File: src/rtrc_regs.svh
// Purpose: constants for the remote result correction block
// Assumes: 10 MHz core clock, byte wide register port
// Notes: offsets, field positions, reset values and timing counts
`ifndef RTRC_REGS_SVH
`define RTRC_REGS_SVH
// *************************************
// register map
// *************************************
`define RTRC_CANCEL_OFS 8'h4A
`define RTRC_OFFSET_OFS 8'h4D
`define RTRC_SELECT_OFS 8'h4E
`define RTRC_REG_RST 8'h00
`define RTRC_CHAN_MASK 8'h7F
`define RTRC_SIGN_BIT 7
// *************************************
// result codes, 0.125 degree per lsb
// *************************************
`define RTRC_CODE_MIN 11'h000
`define RTRC_CODE_MAX 11'h7FF
// *************************************
// timing
// *************************************
`define RTRC_CLK_HZ 10000000
`define RTRC_CANCEL_MS 125
`define RTRC_CANCEL_CYC (`RTRC_CANCEL_MS * (`RTRC_CLK_HZ / 1000))
`define RTRC_BASE_CYC 1000000
`endif

File: src/rtrc_pkg.sv
// Purpose: types shared by the remote result correction block
// Assumes: nothing beyond the constants header
// Notes: sequencer states only
package rtrc_pkg;
  // sequencer states, 2'b11 never used
  typedef enum logic [1:0] {
    ST_SEL = 2'b00,
    ST_CONV = 2'b01,
    ST_POST = 2'b10
  } rtrc_state_t;
endpackage

File: src/rtrc_core.sv
// Purpose: remote channel sequencing, offset and clamp of results
// Assumes: register port already decoded from the two-wire interface
// Notes: adc_result is same-clock data, sampled at conversion end
`timescale 1ns/1ps
`include "rtrc_regs.svh"
module rtrc_core #(
  parameter int unsigned BASE_CYC = `RTRC_BASE_CYC,
  parameter int unsigned CANCEL_CYC = `RTRC_CANCEL_CYC
) (
  input wire logic core_clk,
  input wire logic rstn,
  input wire logic reg_wr,
  input wire logic reg_rd,
  input wire logic [7:0] reg_addr,
  input wire logic [7:0] reg_wdata,
  output logic [7:0] reg_rdata,
  input wire logic [6:0] diode_fault_raw,
  input wire logic extended_range_select,
  input wire logic [10:0] adc_result,
  output logic conv_active,
  output logic [2:0] conv_channel,
  output logic conv_cancel,
  output logic [6:0] diode_fault_status,
  output logic result_valid,
  output logic [2:0] result_channel,
  output logic [10:0] result_temp
);
  // *************************************
  // reset release and input sync
  // *************************************
  logic rst_q1, rst_n; // reset release pair
  logic [6:0] flt_q1, flt_q2; // fault comparator sync

  // reset asserts at once, releases after two edges
  always_ff @(posedge core_clk or negedge rstn) begin
    if (!rstn) begin
      rst_q1 <= 1'b0;
      rst_n <= 1'b0;
    end else begin
      rst_q1 <= 1'b1;
      rst_n <= rst_q1;
    end
  end

  // fault levels come from the analog side
  always_ff @(posedge core_clk or negedge rst_n) begin
    if (!rst_n) begin
      flt_q1 <= 7'h00;
      flt_q2 <= 7'h00;
    end else begin
      flt_q1 <= diode_fault_raw;
      flt_q2 <= flt_q1;
    end
  end

  // *************************************
  // registers
  // *************************************
  logic [7:0] series_resistance_cancel_enable;
  logic [7:0] shared_temperature_offset;
  logic [7:0] offset_channel_select;
  logic [7:0] next_cancel, next_offset, next_select, next_rdata;
  logic [6:0] next_fault;

  // write decode; channel bit 7 never stored
  always_comb begin
    next_cancel = series_resistance_cancel_enable;
    next_offset = shared_temperature_offset;
    next_select = offset_channel_select;
    next_rdata = reg_rdata;
    next_fault = flt_q2;
    if (reg_wr) begin
      unique case (reg_addr)
        `RTRC_CANCEL_OFS: next_cancel = reg_wdata & `RTRC_CHAN_MASK;
        `RTRC_OFFSET_OFS: next_offset = reg_wdata;
        `RTRC_SELECT_OFS: next_select = reg_wdata & `RTRC_CHAN_MASK;
        default: ; // other offsets belong elsewhere
      endcase
    end
    if (reg_rd) begin
      unique case (reg_addr)
        `RTRC_CANCEL_OFS: next_rdata = series_resistance_cancel_enable;
        `RTRC_OFFSET_OFS: next_rdata = shared_temperature_offset;
        `RTRC_SELECT_OFS: next_rdata = offset_channel_select;
        default: next_rdata = 8'h00; // unmapped reads zero
      endcase
    end
  end

  // all three clear on reset
  always_ff @(posedge core_clk or negedge rst_n) begin
    if (!rst_n) begin
      series_resistance_cancel_enable <= `RTRC_REG_RST;
      shared_temperature_offset <= `RTRC_REG_RST;
      offset_channel_select <= `RTRC_REG_RST;
      reg_rdata <= 8'h00;
      diode_fault_status <= 7'h00;
    end else begin
      series_resistance_cancel_enable <= next_cancel;
      shared_temperature_offset <= next_offset;
      offset_channel_select <= next_select;
      reg_rdata <= next_rdata;
      diode_fault_status <= next_fault;
    end
  end

  // *************************************
  // helpers
  // *************************************
  // next healthy channel after cur, wrapping; cur if none
  function automatic logic [2:0] pick(input logic [2:0] cur,
                                      input logic [6:0] flt);
    logic [2:0] r;
    logic [2:0] c;
    r = cur;
    for (int i = 6; i >= 0; i--) begin
      c = 3'((32'(cur) + 32'd1 + 32'(i)) % 32'd7);
      if (!flt[c]) begin
        r = c;
      end
    end
    return r;
  endfunction

  // *************************************
  // sequencer
  // *************************************
  rtrc_pkg::rtrc_state_t st, next_st;
  logic [2:0] chan, next_chan; // 0..6 stands for channel 1..7
  logic [23:0] cnt, next_cnt; // conversion countdown
  logic [10:0] adc_cap, next_cap; // raw result held for post step
  logic next_active, next_cancel_o, next_valid;
  logic [2:0] next_rchan;
  logic [10:0] next_temp;
  logic signed [13:0] sum; // raw plus offset, 0.125 degree lsb

  // offset lsb is 0.25 degree, so it doubles into result lsb
  always_comb begin
    sum = $signed({3'b000, adc_cap});
    if (offset_channel_select[chan]) begin
      sum = sum + 14'($signed(shared_temperature_offset) * 2);
    end
  end

  // clamp follows the add, both ends always guarded
  always_comb begin
    next_st = st;
    next_chan = chan;
    next_cnt = cnt;
    next_cap = adc_cap;
    next_valid = 1'b0;
    next_rchan = result_channel;
    next_temp = result_temp;
    next_cancel_o = conv_cancel; // held for the running conversion
    unique case (st)
      rtrc_pkg::ST_SEL: begin
        // all faulted: wait here, nothing measured
        if (!flt_q2[pick(chan, flt_q2)]) begin
          next_chan = pick(chan, flt_q2);
          next_st = rtrc_pkg::ST_CONV;
          // flag frozen for the whole conversion, so a late write
          // cannot make it disagree with the length chosen here
          next_cancel_o = series_resistance_cancel_enable[next_chan];
          if (next_cancel_o) begin
            next_cnt = 24'(BASE_CYC + CANCEL_CYC - 1);
          end else begin
            next_cnt = 24'(BASE_CYC - 1);
          end
        end
      end
      rtrc_pkg::ST_CONV: begin
        if (cnt == 24'h000000) begin
          next_cap = adc_result;
          next_st = rtrc_pkg::ST_POST;
        end else begin
          next_cnt = cnt - 24'h000001;
        end
      end
      rtrc_pkg::ST_POST: begin
        next_valid = 1'b1;
        next_rchan = chan + 3'h1;
        if (sum < 14'sh0000) begin
          next_temp = `RTRC_CODE_MIN;
        end else if (sum > $signed({3'b000, `RTRC_CODE_MAX})) begin
          next_temp = `RTRC_CODE_MAX;
        end else begin
          next_temp = sum[10:0];
        end
        next_st = rtrc_pkg::ST_SEL;
      end
      default: next_st = rtrc_pkg::ST_SEL;
    endcase
    next_active = (next_st == rtrc_pkg::ST_CONV);
  end

  // register sequencer state and outputs
  always_ff @(posedge core_clk or negedge rst_n) begin
    if (!rst_n) begin
      st <= rtrc_pkg::ST_SEL;
      chan <= 3'h6; // first pick lands on channel 1
      cnt <= 24'h000000;
      adc_cap <= 11'h000;
      conv_active <= 1'b0;
      conv_channel <= 3'h0;
      conv_cancel <= 1'b0;
      result_valid <= 1'b0;
      result_channel <= 3'h0;
      result_temp <= 11'h000;
    end else begin
      st <= next_st;
      chan <= next_chan;
      cnt <= next_cnt;
      adc_cap <= next_cap;
      conv_active <= next_active;
      conv_channel <= next_chan + 3'h1;
      conv_cancel <= next_cancel_o;
      result_valid <= next_valid;
      result_channel <= next_rchan;
      result_temp <= next_temp;
    end
  end

  // *************************************
  // checks
  // *************************************
  logic [23:0] conv_len; // cycles spent converting
  always_ff @(posedge core_clk or negedge rst_n) begin
    if (!rst_n) begin
      conv_len <= 24'h000000;
    end else begin
      conv_len <= (st == rtrc_pkg::ST_CONV) ? conv_len + 24'h000001
                                            : 24'h000000;
    end
  end
endmodule

File: config.mk
export PLATFORM = sky130hd
export DESIGN_NAME = rtrc_core
export DESIGN_NICKNAME = d
export VERILOG_FILES = /design/src/rtrc_pkg.sv /design/src/rtrc_core.sv
export VERILOG_INCLUDE_DIRS = /design/src
export SDC_FILE = /design/constraint.sdc
export NUM_CORES = 1
export LEC_CHECK = 0
export ABC_AREA = 1
export BUFFER_PORTS_ARGS = -buffer_cell sky130_fd_sc_hd__buf_2
export CORE_MARGIN = 3
export CORE_UTILIZATION = 44
export DETAILED_ROUTE_END_ITERATION = 16
export GPL_TIMING_DRIVEN = 0
export SLEW_MARGIN = 40
export SYNTH_ARGS = -nofsm -noshare
export SYNTH_HDL_FRONTEND = slang
export SYNTH_SLANG_ARGS = --single-unit
export TNS_END_PERCENT = 30
File: constraint.sdc
create_clock -name core_clk -period 4.7 [get_ports core_clk]
set_input_delay 1.175 -clock core_clk [delete_from_list [all_inputs] [get_ports core_clk]]
set_output_delay 1.175 -clock core_clk [all_outputs]
set_load 0.01 [all_outputs]
# --- After elaboration in Yosys (flattened, before gate mapping) ---
# Cells that the tools add are included.
# Widths: inputs -> output; s select.
word_totals:
  out_inout_bits: 35
  ram_bits: 0
  memories: 0
  word_cells: 111
  in_bits: 39
  latchBits: 0
  romBits: 0
  reg_bits: 113
op_classes:
  reduce_logical: 9
  bitwise: 1
  multipliers: 0
  n_mux: 44
  eq_ne: 8
  n_shift: 0
  div_mod_pow: 7
  order_cmp: 12
  n_addsub: 11
op_table:
  columns: ["cell", "n"]
  rows:
  - ["$mod 32x3->32 const B", 7]
  - ["$add 32x3->32 const B", 3]
  - ["$add 32x2->32 const B", 2]
  - ["$mux 24", 2]
  - ["$pmux 24 s2", 1]
  - ["$lt 3x4->1 const B", 10]
  - ["$mux 3", 12]
  - ["$add 32x1->32 const B", 1]
  - ["$bmux 1 s3", 10]
  - ["$eq 8x7->1 const B", 3]
  - ["$logic_not 24->1", 1]
  - ["$pmux 8 s3", 1]
  - ["$sub 24x1->24 const B", 1]
  - ["$mux 11", 2]
  - ["$mux 22", 1]
  - ["$gt 14x12->1 const B", 1]
  - ["$lt 14x1->1 const B", 1]
  - ["$mux 14", 1]
  - ["$add 12x9->13", 1]
  - ["$mux 1", 11]
  - ["$reduce_and 2->1", 5]
  - ["$add 3x1->3 const B", 2]
  - ["$add 3x1->4 const B", 1]
  - ["$eq 2x1->1 const B", 2]
  - ["8 further kinds", 10]

# --- Depth between registers and ports, before layout ---
logic_depth:
  depth_word: 22
  mapped_depth: 44
  depth_no_buf: 43

# --- Least setup slack after synthesis ---
# Ideal clock, no wire load.
synth_path:
  path_kind: "register to register"
  from: "reg chan[0]"
  to: "reg cnt[6]"
  setup_time_ns: 0.119
  setup_slack_ns: -0.758
  synth_period_minus_slack_ns: 5.458
  stages_incl_launch_ff: 43
  arrival_ns: 5.339
  path_buffers: 3
  t_required_ns: 4.581
  cell_sequence: "dfrtp_1 > inv_2 > buf_2 > ha_1 > buf_2 > inv_1 > ha_1 > nand2_1 > nand2_2 > xnor2_2 > ha_1 > nand3_1 > xor2_1 > inv_1 > ha_1 > nand2_1 > o21ai_1 > nor2_1 > [7 not listed] > nand2_1 > nand3_1 > nand2_1 > nand2_1 > nand2_1 > a21oi_1 > nand2_1 > nand2_2 > nand2_4 > nand2_4 > nand2_1 > nand2_1 > nand2_1 > nand3_2 > nand3_4 > buf_6 > nand2_1 > o21ai_2"
synth_between:
  elab_chain_len: 17
  elab_cells_between_ends: 40
  classes_between: "add/sub: 7; div: 7; eq/ne: 1; mux: 24; reduce/logical: 1"
synth_lines:
  columns: ["element", "line_no", "source"]
  rows:
  - ["start, declared", "rtrc_core.sv:129", "logic [2:0] chan, next_chan;"]
  - ["start signal, assigned", "rtrc_core.sv:211", "chan <= next_chan;"]
  - ["$add 3x1->4", "rtrc_core.sv:117", "c = 3'((32'(cur) + 32'd1 + 32'(i)) % 32'd7);"]
  - ["$add 32x3->32", "rtrc_core.sv:117", null]
  - ["$mod 32x3->32", "rtrc_core.sv:117", null]
  - ["$bmux 1 s3", "rtrc_core.sv:118", "if (!flt[c]) begin"]
  - ["$mux 1 (implied by the code)", "rtrc_core.sv:118", null]
  - ["$mux 3 (6 in series)", "rtrc_core.sv:118", null]
  - ["$mux 3 (*)", "rtrc_core.sv:118", null]
  - ["$mux 3 (*)", "rtrc_core.sv:155", "unique case (st)"]
  - ["$bmux 1 s3 (*)", "rtrc_core.sv:158", "if (!flt_q2[pick(chan, flt_q2)]) begin"]
  - ["$mux 1 (implied by the code) (*)", "rtrc_core.sv:158", null]
  - ["$ne 2x2->1 (no source line) (*)", null, null]
  - ["$reduce_and 3->1 (no source line) (*)", null, null]
  - ["end signal, assigned", "rtrc_core.sv:212", "cnt <= next_cnt;"]
  - ["end, declared", "rtrc_core.sv:130", "logic [23:0] cnt, next_cnt;"]
# Every way passes the cells marked *; elsewhere a longest branch is shown, timed or not. The select of a mux whose other input is x is not followed.
# A chain may end at the register's enable or synchronous reset.

# --- Worst setup path after layout ---
layout_path:
  from: "reg chan[1]"
  to: "reg cnt[17]"
# The elaborated chain is that of the path after synthesis.

==> flow_metrics.tcl <==
set metrics [dict create \
    status "finished with violations" \
    violations "setup timing" \
    rr_worst_depth 42 \
    r2r-start "chan[1]" \
    fp.dieW_um 145 \
    setup_viol 31 \
    yosys_warnings 0 \
    vias_per_cell 5.10 \
    worst-path-stages 42 \
    wl_per_cell_um 14.6 \
    timing.reg2reg.setup_slack_ps -620 \
    synth-compound-area-share 0.123 \
    finalHoldViolations 0 \
    yosysUniqueCellTypes 56 \
    core_area_sq_um 18800 \
    vias 8052 \
    synth_top_family_by_area "simple AND/OR/NAND/NOR gates" \
    post-route-drc-count 0 \
    grt.total_usage 0.219 \
    gp_congestion 0.866 \
    syn_avg_cell_area_sq_um 7.26 \
    grt_pass1_vias 7698 \
    clock-root-buffer "clkbuf_16" \
    fin_skew_ps 8.77 \
    critPathBufInv 6 \
    worst_path_largest_cell_delay_ps 580 \
    ys_seq_area_frac 0.333 \
    synth_xor_area_frac 0.0317 \
    row_count 50 \
    place_hpwl_mm 17.0 \
    boundaryPins 74 \
    cp-end-kind "flop" \
    grt_pass1_wl_mm 38.0 \
    drive_above_1_share 0.258 \
    antenna_left 0 \
    grt_max_degree 43 \
    worstPathMaxFanout 7 \
    place_ws_ps -1330 \
    layout_common_cells "nand2_1 (304), inv_1 (133), dfrtp_1 (109), nand3_1 (105), nor2_1 (91)" \
    syn_to_final_growth_pct 26.1 \
    cp.arrival_ps 5610 \
    tightest_slew_ps 694 \
    period_minus_slack_ps 5320 \
    cts.sinks 113 \
    clock_latency_ps 410 \
    htreeDepth 4 \
    dieHeight_um 145 \
    fill_cells 1806 \
    worst-setup-path-type "flop to flop" \
    clk_pin_slew_ps 50 \
    antenna_found_initial 0 \
    slew_headroom 0.537 \
    synthAdderAreaFrac 0.0666 \
    io_buffers 72 \
    diodes 0 \
    syn_inst 1169 \
    post-route-period-util 1.13 \
    drv_slew 0 \
    synthSimpleGateAreaFrac 0.353 \
    dieArea_sq_um 21000 \
    start_util 0.451 \
    drtIter0Drc 388 \
    worstHoldPathType "flop to asynchronous set/reset pin" \
    overflow 0 \
    cap_viol_max_count 0 \
    r2r-end "cnt[17]" \
    clockBufferDepth 2 \
    cpLargestDelayFamily "simple AND/OR/NAND/NOR gates" \
    fmax_mhz 188 \
    critical_path_required_ps 4990 \
    setup_ws_ps -617 \
    startpoint_type "flop" \
    cp_common_cell "nand2_4" \
    ys_ff_latch 113 \
    drt_first_pass_iters 4 \
    layout.cells.most_common "nand2_1" \
    cp_slowest_cell "dfstp_2" \
    synth_fp_nets 1252 \
    wl_mm 23.1 \
    cts_tree "done" \
    layout.nets 1390 \
    cts-buffers-inserted 17 \
    synth.cell_area_sq_um 8490 \
    synthMuxAreaShare 0.00914 \
    rsz0062_at_grt "true" \
]
cell families after synthesis:
kind of cell             Yosys count
AND/OR/NAND/NOR                  637
buffers and inverters            175
AO/OA/AOI/OAI                    163
flip-flops                       113
adder cells (fa/ha/maj)           44
XOR/XNOR                          29
multiplexers                       7
other                              1
cell type report:
class	count	area, sq um	area share
Tap cell	260	325	0.0304
Clock buffer	24	502	0.0469
Clock inverter	8	101	0.00947
Multi-Input combinational cell	882	5370	0.501
Timing Repair Buffer	118	795	0.0742
Sequential cell	113	2840	0.265
Inverter	153	603	0.0563
Buffer	22	176	0.0165
worst max-delay path by stage:
stage | start | end | slack, ps
detailed placement | chan[0] | cnt[8] | -1330
floorplan | chan[1] | cnt[0] | -450
global route | chan[1] | cnt[12] | -950
global placement | chan[0] | cnt[14] | -1290
CTS | chan[1] | cnt[17] | -570
finish | chan[1] | cnt[17] | -620
routing by layer:
metal	wire length [um]	GRT usage	vias up
met5	0	0	-
met4	595	0.0708	0
met3	700	0.0287	37
met2	11500	0.387	144
met1	10400	0.279	3782
li1	-	-	4089
stage by stage:
step,setup TNS [ps],instance area (sq um),std cells,util,hold slack (ps)
after global routing,-27020,10700,1580,0.569,222
after global placement,-41050,9280,1501,0.493,332
final,-16620,10700,1580,0.569,200
after floorplan,-11900,8590,1169,-,331
after detailed placement,-39710,9340,1504,0.496,209
after CTS,-15060,10500,1571,0.557,209
flip-flops by register name (all words and copies together), names as in the netlist, 2 cells and up:
name                             count
flt_q2                               7
result_temp                         11
flt_q1                               7
cnt                                 24
shared_temperature_offset            8
reg_rdata                            8
conv_channel                         3
adc_cap                             11
chan                                 3
diode_fault_status                   7
series_resistance_cancel_enable      7
offset_channel_select                7
result_channel                       3
st                                   2
worst reg2reg max path, delay by kind of cell, from the launching register on:
| kind | cells | cell delay (ps) |
|---|---|---|
| and+or+nand+nor | 26 | 2180 |
| AOI/OAI and AO/OA | 2 | 210 |
| adders and majority gates | 5 | 1010 |
| DFF | 1 | 580 |
| buffers and inverters | 6 | 690 |
| xor gates and xnor gates | 3 | 530 |
cell usage after synthesis, drive strengths merged:
library cell	n	area, sq um
a21boi	5	41.3
a21oi	43	249
a31oi	2	12.5
and2	2	12.5
buf	11	90.1
clkbuf	11	41.3
clkinv	3	11.3
conb	1	3.75
dfrtp	111	2780
dfstp	2	52.6
fa	2	40.0
ha	42	526
inv	150	566
mux2	6	67.6
mux2i	1	10.0
nand2	358	1480
nand3	134	803
nand3b	3	22.5
nand4	14	113
nor2	103	427
nor3	12	65.1
nor4	6	37.5
o211ai	9	67.6
o21ai	80	487
o21bai	4	33.8
o221ai	5	43.8
o22ai	3	18.8
o31ai	12	90.1
or2	5	31.3
xnor2	3	33.8
xor2	26	235
what timing repair did:
item                       in CTS  in global routing
setup buffers                  31                  9
gates resized for setup        61                 26
setup endpoints to repair      33                 33
pin swaps                      29                 25
gates cloned                    5                  0
hold buffers                    0                  0
Power is left out: the tool's default activity adds up to more than one toggle a clock period on the data nets, which glitch-free logic cannot reach.
